**config.mk**
```make
export PLATFORM = sky130hd
export DESIGN_NAME = mcsa_alu
export DESIGN_NICKNAME = d
export VERILOG_FILES = /design/src/verilog/mcsa_pkg.sv /design/src/verilog/mcsa_calc_if.sv /design/src/verilog/mcsa_alu.sv /design/src/verilog/mcsa_calc.sv
export SDC_FILE = /design/constraint.sdc
export NUM_CORES = 1
export LEC_CHECK = 0
export BUFFER_PORTS_ARGS = -buffer_cell sky130_fd_sc_hd__clkbuf_2
export CAP_MARGIN = 20
export CORE_MARGIN = 8
export CORE_UTILIZATION = 50
export CTS_BUF_LIST = sky130_fd_sc_hd__clkbuf_8
export CTS_CLUSTER_DIAMETER = 60
export CTS_CLUSTER_SIZE = 28
export DETAILED_ROUTE_END_ITERATION = 10
export HOLD_SLACK_MARGIN = 0.12
export PLACE_DENSITY = 0.8
export SLEW_MARGIN = 5
export SYNTH_ARGS = -nofsm -noshare
export SYNTH_HDL_FRONTEND = slang
export SYNTH_SLANG_ARGS = --single-unit
```
**constraint.sdc**
```tcl
create_clock -name core_clk_i -period 9.26 [get_ports core_clk_i]
set_input_delay 2.778 -clock core_clk_i [delete_from_list [all_inputs] [get_ports core_clk_i]]
set_output_delay 2.778 -clock core_clk_i [all_outputs]
set_load 0.005 [all_outputs]
```
**src/verilog/mcsa_pkg.sv**
```systemverilog
/*
 * constants for the magnitude and conditional-sum alu slice: field
 * positions of the instruction word, operation codes, fsm states and
 * reset values.
 * assumes a single core clock and an active-low asynchronous reset.
 */
// Functional notes
// - add source magnitude, unsigned carry, four clocks
// - subtract source magnitude, unsigned borrow, four clocks
// - carry set subtracts else adds, signed overflow
// - carry set adds else subtracts, signed overflow
// - zero set subtracts else adds, signed overflow
// - zero set adds else subtracts, signed overflow
package mcsa_pkg;

	////////////////////////////////////////////////////////////////////
	// instruction word layout
	localparam int OPC_MSB  = 31;
	localparam int OPC_LSB  = 26;
	localparam int EFF_Z    = 25;
	localparam int EFF_C    = 24;
	localparam int EFF_R    = 23;
	localparam int EFF_I    = 22;
	localparam int COND_MSB = 21;
	localparam int COND_LSB = 18;
	localparam int DST_MSB  = 17;
	localparam int DST_LSB  = 9;
	localparam int SRC_MSB  = 8;
	localparam int SRC_LSB  = 0;

	////////////////////////////////////////////////////////////////////
	// operation codes handled by this slice
	localparam logic [5:0] ADD_MAGNITUDE_OP              = 6'h22;
	localparam logic [5:0] SUBTRACT_MAGNITUDE_OP         = 6'h23;
	localparam logic [5:0] SUM_NEGATED_ON_CARRY_OP       = 6'h24;
	localparam logic [5:0] SUM_NEGATED_ON_NO_CARRY_OP    = 6'h25;
	localparam logic [5:0] SUM_NEGATED_ON_RESULT_NULL_OP = 6'h26;
	localparam logic [5:0] SUM_NEGATED_ON_NONNULL_OP     = 6'h27;

	////////////////////////////////////////////////////////////////////
	// timing and reset values
	localparam int          EXEC_CLOCKS = 4;
	localparam logic [31:0] RESULT_RST  = 32'h0;
	localparam logic [8:0]  DEST_RST    = 9'h0;
	localparam logic [5:0]  OPC_RST     = 6'h0;
	localparam logic [3:0]  NIBBLE_RST  = 4'h0;

	// gray coded along idle, decode, operand, calc, done
	typedef enum logic [2:0] {
		ST_IDLE   = 3'h0,
		ST_DECODE = 3'h1,
		ST_OPER   = 3'h3,
		ST_CALC   = 3'h2,
		ST_DONE   = 3'h6
	} mcsa_state_t;

endpackage

```
**src/verilog/mcsa_calc_if.sv**
```systemverilog
/*
 * bundle between the sequencer and the arithmetic unit.
 * assumes both ends sit on the same core clock.
 */
`timescale 1ns/1ps
interface mcsa_calc_if;
	logic [5:0]  op;
	logic [31:0] d;
	logic [31:0] s;
	logic        c_in;
	logic        z_in;
	logic [31:0] result;
	logic        carry;
	logic        zero;
	logic        valid;

	modport calc (
		input  op, d, s, c_in, z_in,
		output result, carry, zero, valid
	);
	modport user (
		output op, d, s, c_in, z_in,
		input  result, carry, zero, valid
	);
endinterface

```
**src/verilog/mcsa_alu.sv**
```systemverilog
/*
 * sequencer of the magnitude and conditional-sum alu slice: decodes an
 * instruction, runs it over four clocks and presents result, flags and
 * write strobes.
 * assumes the core supplies the destination and source register values
 * with the start strobe, all on core_clk_i.
 */
`timescale 1ns/1ps
module mcsa_alu (
	input  wire logic        core_clk_i,
	input  wire logic        rst_n_i,
	input  wire logic        start_i,
	input  wire logic [31:0] instr_i,
	input  wire logic [31:0] dest_value_i,
	input  wire logic [31:0] src_value_i,
	input  wire logic        z_flag_i,
	input  wire logic        c_flag_i,
	output wire logic        ready_o,
	output wire logic        done_o,
	output wire logic [31:0] result_o,
	output wire logic [8:0]  dest_addr_o,
	output wire logic        z_o,
	output wire logic        c_o,
	output wire logic        wr_result_o,
	output wire logic        wr_z_o,
	output wire logic        wr_c_o,
	output wire logic        illegal_o
);
	mcsa_pkg::mcsa_state_t state_reg;
	mcsa_pkg::mcsa_state_t state_next;
	logic [5:0]  op_reg;
	logic [3:0]  eff_reg;
	logic [3:0]  cond_reg;
	logic [8:0]  dest_reg;
	logic [31:0] d_reg;
	logic [31:0] s_reg;
	logic        c_reg;
	logic        z_reg;
	logic [31:0] result_reg;
	logic        zo_reg;
	logic        co_reg;
	logic        wr_r_reg;
	logic        wr_z_reg;
	logic        wr_c_reg;
	logic        illegal_reg;

	wire logic        accept_w;
	wire logic [31:0] src_sel_w;
	wire logic        exec_w;
	wire logic        finish_w;

	mcsa_calc_if calc_bus ();

	mcsa_calc mcsa_calc_i (
		.bus (calc_bus.calc)
	);

	////////////////////////////////////////////////////////////////////
	// decode: immediate source is the zero-extended source field
	assign accept_w  = start_i && ready_o;
	assign src_sel_w = instr_i[mcsa_pkg::EFF_I] ?
		{23'h0, instr_i[mcsa_pkg::SRC_MSB:mcsa_pkg::SRC_LSB]} :
		src_value_i;
	// execute when the condition bit picked by {c,z} is set
	assign exec_w   = cond_reg[{c_reg, z_reg}];
	assign finish_w = (state_reg == mcsa_pkg::ST_CALC);

	// operands to the arithmetic unit
	assign calc_bus.op   = op_reg;
	assign calc_bus.d    = d_reg;
	assign calc_bus.s    = s_reg;
	assign calc_bus.c_in = c_reg;
	assign calc_bus.z_in = z_reg;

	////////////////////////////////////////////////////////////////////
	// four-clock sequence; a new start may be taken in the done cycle
	always_comb begin
		state_next = state_reg;
		case (state_reg)
			mcsa_pkg::ST_IDLE: begin
				if (start_i) begin
					state_next = mcsa_pkg::ST_DECODE;
				end
			end
			mcsa_pkg::ST_DECODE: begin
				state_next = mcsa_pkg::ST_OPER;
			end
			mcsa_pkg::ST_OPER: begin
				state_next = mcsa_pkg::ST_CALC;
			end
			mcsa_pkg::ST_CALC: begin
				state_next = mcsa_pkg::ST_DONE;
			end
			mcsa_pkg::ST_DONE: begin
				state_next = start_i ? mcsa_pkg::ST_DECODE :
					mcsa_pkg::ST_IDLE;
			end
			default: begin
				state_next = mcsa_pkg::ST_IDLE;
			end
		endcase
	end

	always_ff @(posedge core_clk_i or negedge rst_n_i) begin
		if (!rst_n_i) begin
			state_reg <= mcsa_pkg::ST_IDLE;
		end else begin
			state_reg <= state_next;
		end
	end

	////////////////////////////////////////////////////////////////////
	// capture the instruction fields and operands on accept
	always_ff @(posedge core_clk_i or negedge rst_n_i) begin
		if (!rst_n_i) begin
			op_reg   <= mcsa_pkg::OPC_RST;
			eff_reg  <= mcsa_pkg::NIBBLE_RST;
			cond_reg <= mcsa_pkg::NIBBLE_RST;
			dest_reg <= mcsa_pkg::DEST_RST;
			d_reg    <= mcsa_pkg::RESULT_RST;
			s_reg    <= mcsa_pkg::RESULT_RST;
			c_reg    <= 1'b0;
			z_reg    <= 1'b0;
		end else if (accept_w) begin
			op_reg   <= instr_i[mcsa_pkg::OPC_MSB:mcsa_pkg::OPC_LSB];
			eff_reg  <= instr_i[mcsa_pkg::EFF_Z:mcsa_pkg::EFF_I];
			cond_reg <= instr_i[mcsa_pkg::COND_MSB:mcsa_pkg::COND_LSB];
			dest_reg <= instr_i[mcsa_pkg::DST_MSB:mcsa_pkg::DST_LSB];
			d_reg    <= dest_value_i;
			s_reg    <= src_sel_w;
			c_reg    <= c_flag_i;
			z_reg    <= z_flag_i;
		end
	end

	////////////////////////////////////////////////////////////////////
	// result and flags are loaded as the calc cycle ends
	always_ff @(posedge core_clk_i or negedge rst_n_i) begin
		if (!rst_n_i) begin
			result_reg  <= mcsa_pkg::RESULT_RST;
			zo_reg      <= 1'b0;
			co_reg      <= 1'b0;
			illegal_reg <= 1'b0;
		end else if (finish_w) begin
			result_reg  <= calc_bus.result;
			zo_reg      <= calc_bus.zero;
			co_reg      <= calc_bus.carry;
			illegal_reg <= ~calc_bus.valid;
		end
	end

	// write strobes: one-cycle pulses in done, gated by effect bits
	always_ff @(posedge core_clk_i or negedge rst_n_i) begin
		if (!rst_n_i) begin
			wr_r_reg <= 1'b0;
			wr_z_reg <= 1'b0;
			wr_c_reg <= 1'b0;
		end else begin
			wr_z_reg <= finish_w && exec_w && calc_bus.valid && eff_reg[3];
			wr_c_reg <= finish_w && exec_w && calc_bus.valid && eff_reg[2];
			wr_r_reg <= finish_w && exec_w && calc_bus.valid && eff_reg[1];
		end
	end

	assign ready_o     = (state_reg == mcsa_pkg::ST_IDLE) ||
		(state_reg == mcsa_pkg::ST_DONE);
	assign done_o      = (state_reg == mcsa_pkg::ST_DONE);
	assign result_o    = result_reg;
	assign dest_addr_o = dest_reg;
	assign z_o         = zo_reg;
	assign c_o         = co_reg;
	assign wr_result_o = wr_r_reg;
	assign wr_z_o      = wr_z_reg;
	assign wr_c_o      = wr_c_reg;
	assign illegal_o   = illegal_reg;

	////////////////////////////////////////////////////////////////////
	// checking helpers: expected values worked out from the inputs
	wire logic [5:0]  chk_opc_w;
	wire logic [31:0] chk_mag_w;
	wire logic [32:0] chk_addabs_w;
	wire logic [32:0] chk_subtract_magnitude_op_w;
	wire logic [31:0] chk_plus_w;
	wire logic [31:0] chk_minus_w;
	wire logic        chk_neg_w;
	wire logic [31:0] chk_sum_w;
	wire logic        chk_ovf_w;

	assign chk_opc_w    = instr_i[mcsa_pkg::OPC_MSB:mcsa_pkg::OPC_LSB];
	assign chk_mag_w    = src_sel_w[31] ? (32'h0 - src_sel_w) : src_sel_w;
	assign chk_addabs_w = {1'b0, dest_value_i} + {1'b0, chk_mag_w};
	assign chk_subtract_magnitude_op_w = {1'b0, dest_value_i} - {1'b0, chk_mag_w};
	assign chk_plus_w   = dest_value_i + src_sel_w;
	assign chk_minus_w  = dest_value_i - src_sel_w;
	assign chk_neg_w    = chk_opc_w[1] ? (z_flag_i ^ chk_opc_w[0]) :
		(c_flag_i ^ chk_opc_w[0]);
	assign chk_sum_w    = chk_neg_w ? chk_minus_w : chk_plus_w;
	assign chk_ovf_w    = chk_neg_w ?
		((dest_value_i[31] ^ src_sel_w[31]) &
		(chk_sum_w[31] ^ dest_value_i[31])) :
		(~(dest_value_i[31] ^ src_sel_w[31]) &
		(chk_sum_w[31] ^ dest_value_i[31]));

	property p_decode_timing;
		@(posedge core_clk_i) disable iff (!rst_n_i)
		accept_w |-> ##4 (done_o && dest_addr_o ==
			$past(instr_i[mcsa_pkg::DST_MSB:mcsa_pkg::DST_LSB], 4));
	endproperty
	a_decode_timing: assert property (p_decode_timing) else
		$error("done or destination wrong four clocks after start");

	property p_single_done;
		@(posedge core_clk_i) disable iff (!rst_n_i)
		done_o |=> !done_o;
	endproperty
	a_single_done: assert property (p_single_done) else
		$error("done held longer than one cycle");

	property p_addabs;
		@(posedge core_clk_i) disable iff (!rst_n_i)
		(accept_w && chk_opc_w == mcsa_pkg::ADD_MAGNITUDE_OP) |-> ##4
		(result_o == $past(chk_addabs_w[31:0], 4) &&
		c_o == $past(chk_addabs_w[32], 4));
	endproperty
	a_addabs: assert property (p_addabs) else
		$error("magnitude add result or carry wrong");

	property p_subtract_magnitude_op;
		@(posedge core_clk_i) disable iff (!rst_n_i)
		(accept_w && chk_opc_w == mcsa_pkg::SUBTRACT_MAGNITUDE_OP) |-> ##4
		(result_o == $past(chk_subtract_magnitude_op_w[31:0], 4) &&
		c_o == $past(chk_subtract_magnitude_op_w[32], 4));
	endproperty
	a_subtract_magnitude_op: assert property (p_subtract_magnitude_op) else
		$error("magnitude subtract result or borrow wrong");

	property p_sum_carry;
		@(posedge core_clk_i) disable iff (!rst_n_i)
		(accept_w && chk_opc_w == mcsa_pkg::SUM_NEGATED_ON_CARRY_OP) |->
		##4 (result_o == $past(chk_sum_w, 4) && c_o == $past(chk_ovf_w, 4));
	endproperty
	a_sum_carry: assert property (p_sum_carry) else
		$error("sum negated on carry wrong");

	property p_sum_no_carry;
		@(posedge core_clk_i) disable iff (!rst_n_i)
		(accept_w && chk_opc_w == mcsa_pkg::SUM_NEGATED_ON_NO_CARRY_OP) |->
		##4 (result_o == $past(chk_sum_w, 4) && c_o == $past(chk_ovf_w, 4));
	endproperty
	a_sum_no_carry: assert property (p_sum_no_carry) else
		$error("sum negated on no carry wrong");

	property p_sum_null;
		@(posedge core_clk_i) disable iff (!rst_n_i)
		(accept_w && chk_opc_w == mcsa_pkg::SUM_NEGATED_ON_RESULT_NULL_OP)
		|-> ##4 (result_o == $past(chk_sum_w, 4) &&
		c_o == $past(chk_ovf_w, 4));
	endproperty
	a_sum_null: assert property (p_sum_null) else
		$error("sum negated on zero flag wrong");

	property p_sum_nonnull;
		@(posedge core_clk_i) disable iff (!rst_n_i)
		(accept_w && chk_opc_w == mcsa_pkg::SUM_NEGATED_ON_NONNULL_OP) |->
		##4 (result_o == $past(chk_sum_w, 4) && c_o == $past(chk_ovf_w, 4));
	endproperty
	a_sum_nonnull: assert property (p_sum_nonnull) else
		$error("sum negated on clear zero flag wrong");

	property p_zero_flag;
		@(posedge core_clk_i) disable iff (!rst_n_i)
		(done_o && !illegal_o) |-> (z_o == (result_o == 32'h0));
	endproperty
	a_zero_flag: assert property (p_zero_flag) else
		$error("zero flag does not match result");

	property p_cov_addabs;
		@(posedge core_clk_i) disable iff (!rst_n_i)
		accept_w && chk_opc_w == mcsa_pkg::ADD_MAGNITUDE_OP ##4 wr_result_o;
	endproperty
	c_addabs: cover property (p_cov_addabs);

	property p_cov_negated;
		@(posedge core_clk_i) disable iff (!rst_n_i)
		accept_w && chk_neg_w && chk_opc_w[5:2] == 4'h9 ##4 c_o;
	endproperty
	c_negated: cover property (p_cov_negated);

	property p_cov_back_to_back;
		@(posedge core_clk_i) disable iff (!rst_n_i)
		done_o && accept_w;
	endproperty
	c_back_to_back: cover property (p_cov_back_to_back);

	property p_cov_illegal;
		@(posedge core_clk_i) disable iff (!rst_n_i)
		done_o && illegal_o;
	endproperty
	c_illegal: cover property (p_cov_illegal);
endmodule

```
**src/verilog/mcsa_calc.sv**
```systemverilog
/*
 * combinational arithmetic unit: magnitude add/subtract and the four
 * conditional-sign sums, with zero, carry/borrow and overflow.
 * assumes operands are stable registers of the sequencer.
 */
`timescale 1ns/1ps
module mcsa_calc (
	mcsa_calc_if.calc bus
);
	wire logic        is_abs_w;
	wire logic        neg_w;
	wire logic [31:0] mag_w;
	wire logic [31:0] opnd_w;
	wire logic [32:0] plus_w;
	wire logic [32:0] minus_w;
	wire logic [32:0] res_w;
	wire logic        ovf_w;

	////////////////////////////////////////////////////////////////////
	// operand select: magnitude for the abs ops, raw source otherwise
	assign is_abs_w = (bus.op == mcsa_pkg::ADD_MAGNITUDE_OP) ||
		(bus.op == mcsa_pkg::SUBTRACT_MAGNITUDE_OP);
	assign mag_w  = bus.s[31] ? (~bus.s + 32'h1) : bus.s;
	assign opnd_w = is_abs_w ? mag_w : bus.s;

	// direction: fixed for the magnitude ops, else the flag decides whether the source is negated
	assign neg_w =
		(bus.op == mcsa_pkg::SUBTRACT_MAGNITUDE_OP)         ? 1'b1 :
		(bus.op == mcsa_pkg::SUM_NEGATED_ON_CARRY_OP)       ? bus.c_in :
		(bus.op == mcsa_pkg::SUM_NEGATED_ON_NO_CARRY_OP)    ? ~bus.c_in :
		(bus.op == mcsa_pkg::SUM_NEGATED_ON_RESULT_NULL_OP) ? bus.z_in :
		(bus.op == mcsa_pkg::SUM_NEGATED_ON_NONNULL_OP)     ? ~bus.z_in :
		1'b0;

	////////////////////////////////////////////////////////////////////
	// 33-bit sum and difference; bit 32 is carry or borrow
	assign plus_w  = {1'b0, bus.d} + {1'b0, opnd_w};
	assign minus_w = {1'b0, bus.d} - {1'b0, opnd_w};
	assign res_w   = neg_w ? minus_w : plus_w;

	// signed overflow for the conditional sums
	assign ovf_w = neg_w ?
		((bus.d[31] != opnd_w[31]) && (res_w[31] != bus.d[31])) :
		((bus.d[31] == opnd_w[31]) && (res_w[31] != bus.d[31]));

	assign bus.result = res_w[31:0];
	assign bus.zero   = (res_w[31:0] == 32'h0);
	assign bus.carry  = is_abs_w ? res_w[32] : ovf_w;
	assign bus.valid  = is_abs_w || (bus.op[5:2] == 4'h9);
endmodule

```
# Word-level counts from Yosys, hierarchy flattened
# Index checks and enable logic that the tools add are counted.
# totals
register_bits	130
input_bits	101
elab_cells	68
# op_classes
n_addsub	3
order_cmp	1
n_eq_ne	15
mux	16
bitwise_logic	4
reduce_logical	13
# ops
op	n
32-bit two-way mux	3
6-bit == test (second input constant)	6
32-bit by 32-bit adder with 33-bit output	1
33-bit two-way mux	1
32-bit by 32-bit subtractor with 33-bit output	1
32-bit by 1-bit adder with 32-bit output (second input constant)	1
32-bit zero test	1
32-bit inverter	1
3-bit case mux with 5 select lines	1
1-bit two-way mux	9
1-bit logical AND	8
3-bit by 2-bit == test with 1-bit output (second input constant)	2
4-bit == test (second input constant)	1
3-bit by 1-bit == test with 1-bit output (second input constant)	1
3-bit == test (second input constant)	1
3-bit zero test	1
1-bit logical OR	3
2-bit by 3-bit < comparator with 1-bit output (second input constant)	1
3-bit two-way mux	1
1-bit inverter	3
1-bit binary-select mux with 2-bit select	1
1-bit != test	2
2-bit != test (second input constant)	1
1-bit == test	1

# Longest topological paths before layout
# logic_depth
depth_word	11
mapped_depth	24

# By module
# Synthesis repeated with hierarchy kept, for this count alone.
# unflattened
cells_unflattened	978
area_unflattened_um2	9385.3
# by_module_without_submodules
module	instances	cells_per_inst	area_each_um2	seq_area_each_um2
mcsa_alu	1	316	5064.9	3228.1
mcsa_calc	1	662	4320.4	0.0

# Worst setup path before layout
# Ideal clock, no wire load.
# synth_path
path_type	reg2reg
start	register s_reg[0] (netlist: calc_bus.s[0])
end	register zo_reg (netlist: z_o)
arrival_ns	4.871
required_time_ns	9.184
slack_ns	4.312
path_stages_with_launch	23
n_path_buf	3
period_less_slack_ns	4.948
cell_sequence	dfrtp_1 > buf_2 > inv_1 > ha_1 > buf_2 > xnor2_1 > or3_4 > a221oi_2 > or3b_4 > nor3_4 > a31oi_1 > xnor2_1 > ha_1 > clkbuf_1 > and3_1 > and3_1 > a2bb2oi_1 > nor3b_1 > o31ai_1 > a21o_1 > xor2_1 > or3_1 > o21ai_1
# synth_via
elab_chain_cells	7
# synth_rtl
element	line_no	source
start: declaration	mcsa_alu.sv:36	logic [31:0] s_reg;
start signal: assignment	mcsa_alu.sv:121	s_reg <= mcsa_pkg::RESULT_RST;
start signal: assignment	mcsa_alu.sv:130	s_reg <= src_sel_w;
32-bit inverter	mcsa_calc.sv:23	assign mag_w = bus.s[31] ? (~bus.s + 32'h1) : bus.s;
32-bit by 1-bit adder with 32-bit output	mcsa_calc.sv:23	
32-bit two-way mux	mcsa_calc.sv:23	
32-bit two-way mux *	mcsa_calc.sv:24	assign opnd_w = is_abs_w ? mag_w : bus.s;
32-bit by 32-bit adder with 33-bit output or 32-bit by 32-bit subtractor with 33-bit output (tied branches)	mcsa_calc.sv:37, mcsa_calc.sv:38	
33-bit two-way mux *	mcsa_calc.sv:39	assign res_w = neg_w ? minus_w : plus_w;
32-bit zero test *	mcsa_calc.sv:47	assign bus.zero = (res_w[31:0] == 32'h0);
end signal: assignment	mcsa_alu.sv:146	zo_reg <= calc_bus.zero;
end: declaration	mcsa_alu.sv:40	logic zo_reg;
# Every way passes the cells marked *; elsewhere a longest branch is shown, timed or not.
# A chain may end at the register's enable or synchronous reset.

# Worst setup path in the final report
# Same ends and word-level chain as after synthesis.

==> flow_summary.ini <==
[setup_path]
crit_arrival_ns = 6.42
end_kind = flop
crit_type = reg -> reg
critPathTopFamily = compound AO/OA/AOI/OAI gates
cp_num_buf_inv = 1
cp_slowest_cell = dfrtp_1
worstPathRequired_ns = 9.64
cp_cell_sequence = inv_1 -> ha_1 -> nor2b_1 -> nand3_1 -> a2111oi_0 -> a41oi_1 -> or3b_4 -> nor3_4 -> a31oi_1 -> xnor2_1 -> ha_1 -> and3_1 -> and3_1 -> a2bb2oi_1 -> a31oi_1 -> o32ai_1 -> nand3_1 -> a2111oi_0 -> nand4_1 -> o21ai_1
startpoint_type = flop
slowest_delay_ns = 0.50
path_max_fanout = 13

[synth]
synth_area_sq_mm = 0.00943
syn_nets = 1338
synth.most_common_cell = nand2_1
syn_area_per_cell_sq_um = 7.85
async_flop_share_pct = 100
netlist.area_leader.share_pct = 34.2
synth-edff-count = 0
synthTopCellsByArea = dfrtp_1 (34%), nand2_1 (13%), xnor2_1 (4.6%)
synth_cell_types = 87
synth_flop_cell = dfrtp_1
ys_seq_area_share_pct = 34.2
ys_seq_elements = 129
synthTopCellsByCount = nand2_1 (330), dfrtp_1 (129), nor2_1 (68)
synth_top_cell_by_area = dfrtp_1
synthCells = 1202
ys_warn_count = 0

[layout]
final_area_sq_mm = 0.0106
layout-drive-gt1-share_pct = 16.6
fillCellCount = 1712
diodes = 0
stdcell_count = 1543
layout-area-overhead-vs-synth_pct = 12.5
nets = 1432

[timing]
timing.fmax_mhz = 165
hold_viol = 0
period_needed_ns = 6.04
period_share_pct = 65.3
final-setup-viol-count = 0
tns_ns = 0
tightest_slew_ns = 0.840
fin_worst_skew_ns = 0.0161
relSlewSlack_pct = 44.0
whs_ns = 0.472
slew_viol_final = 0
grt_setup_unrepaired = no

[clock_tree]
cts_buffer_depth = 2
cts_buffers = 17
clock_latency_ns = 0.46
cts_resized = 0
postCtsSetupRepairBufs = 0
clkTransAtPathRegs_ns = 0.08
cts.sinks = 129
cts_hold_buffers = 0
cts-root-buf = clkbuf_8
h-tree-depth = 4
tritoncts = built

[outcome]
run_status = completed

[die]
fp-row-count = 50
ios = 150
die_area_sq_mm = 0.0235
start_util_pct = 50.8
core_sq_mm = 0.0186
die_h_um = 153
die_x_um = 153

[power_and_ir_drop]
p_leak_nw = 5.13
power_density_mw_per_mm2 = 426
ir_worst_vdd_uv = 160

[placement]
place_area_sq_mm = 0.0102
dp.cells = 1511
gp_congestion = 0.937
numPortBuffers = 149
dp_hpwl_um = 19800

[detailed_routing]
routed_wl_um = 26200
wl_per_cell_um = 17.0
drc = 0
drt_first_pass_iters = 5
drt-initial-drc-count = 976
route.vias.total = 8886
drt.antenna.violating_nets = 0
via_per_inst = 5.76

[grt]
grt_max_degree = 84
grt_pass1_wl_um = 43200
antenna_found_initial = 0
grt_use_total_pct = 22.2
grt_pass1_vias = 8496
overflow = 0

[flow_run]
drv_cap = 0

[worst_hold_path]
hp-class = reg -> reg
## final timing paths
path                               startpoint              to  slack, ns  cells after the start
worst max-delay path            calc_bus.s[0]             z_o       3.22                     20
max in group asynchronous             rst_n_i  calc_bus.d[30]       5.54                      2
worst max register to register  calc_bus.s[0]             z_o       3.22                     20
min in group asynchronous             rst_n_i     cond_reg[0]       2.41                      1
worst min register to register     eff_reg[3]      eff_reg[3]       0.47                      2
worst min-delay path               eff_reg[3]      eff_reg[3]       0.47                      2
## cell type report
| type | instances | area [sq um] | area share, % |
|---|---|---|---|
| inverter | 18 | 67.6 | 0.637 |
| clock inverter | 12 | 141 | 1.33 |
| multi-input combinational | 975 | 5810 | 54.8 |
| sequential | 129 | 3230 | 30.4 |
| tap | 234 | 293 | 2.76 |
| clock buffer | 20 | 275 | 2.59 |
| timing repair buffer | 155 | 793 | 7.48 |
## metrics by stage
step / setup WS, ns / power, W / util [%]
2_1_floorplan: 4.31 / 0.00322 / -
3_3_place_gp: 3.35 / 0.00391 / 54.9
3_5_place_dp: 3.30 / 0.00396 / 54.9
4_1_cts: 3.25 / 0.00450 / 57.1
5_1_grt: 2.72 / 0.00493 / 57.1
6_report: 3.22 / 0.00452 / 57.1
## kinds of logic after synthesis
group	count (synthesis)	synth area share [%]
mux	16	1.87
xor+xnor	78	7.24
simple gates	591	29.5
buf+inv	98	4.18
fa+ha+maj	35	4.72
compound gates	255	18.2
flops	129	34.2
## report_power, final
part           leakage, nW  internal, W  switching, W
Combinational         3.29      0.00113       0.00179
Clock                0.222     0.000284      0.000242
Sequential            1.62     0.000817      0.000260
Total                 5.13      0.00223       0.00229
## per-layer routing
metal / vias up / share of wire [%] / GRT usage (%) / wire length, um
met5: - / 0 / 0 / 0
met2: 304 / 45 / 34.5 / 11900
li1: 4414 / - / - / -
met1: 4129 / 47 / 30.5 / 12300
met4: 0 / 1.9 / 7.05 / 493
met3: 39 / 6.3 / 4.54 / 1640
## worst register-to-register path: stages (launching register included)
cell and delay, ns:
dfrtp_1 0.50, inv_1 0.15, ha_1 0.42, nor2b_1 0.32
nand3_1 0.14, a2111oi_0 0.46, a41oi_1 0.16, or3b_4 0.49
nor3_4 0.28, a31oi_1 0.13, xnor2_1 0.16, ha_1 0.45
and3_1 0.29, and3_1 0.21, a2bb2oi_1 0.32, a31oi_1 0.16
o32ai_1 0.47, nand3_1 0.12, a2111oi_0 0.44, nand4_1 0.14
o21ai_1 0.14
## layout by cell type, fill, tap and decap left out, drive strengths merged, types with 21 or more instances in the layout
cell type  instances
ha                34
xor2              28
dfrtp            129
xnor2             50
clkbuf           168
o21ai             67
nand3b            26
a21oi             53
nand2            331
inv               21
nor3              32
nand3             29
nor2              69
Power figures use the tool's default switching activity.
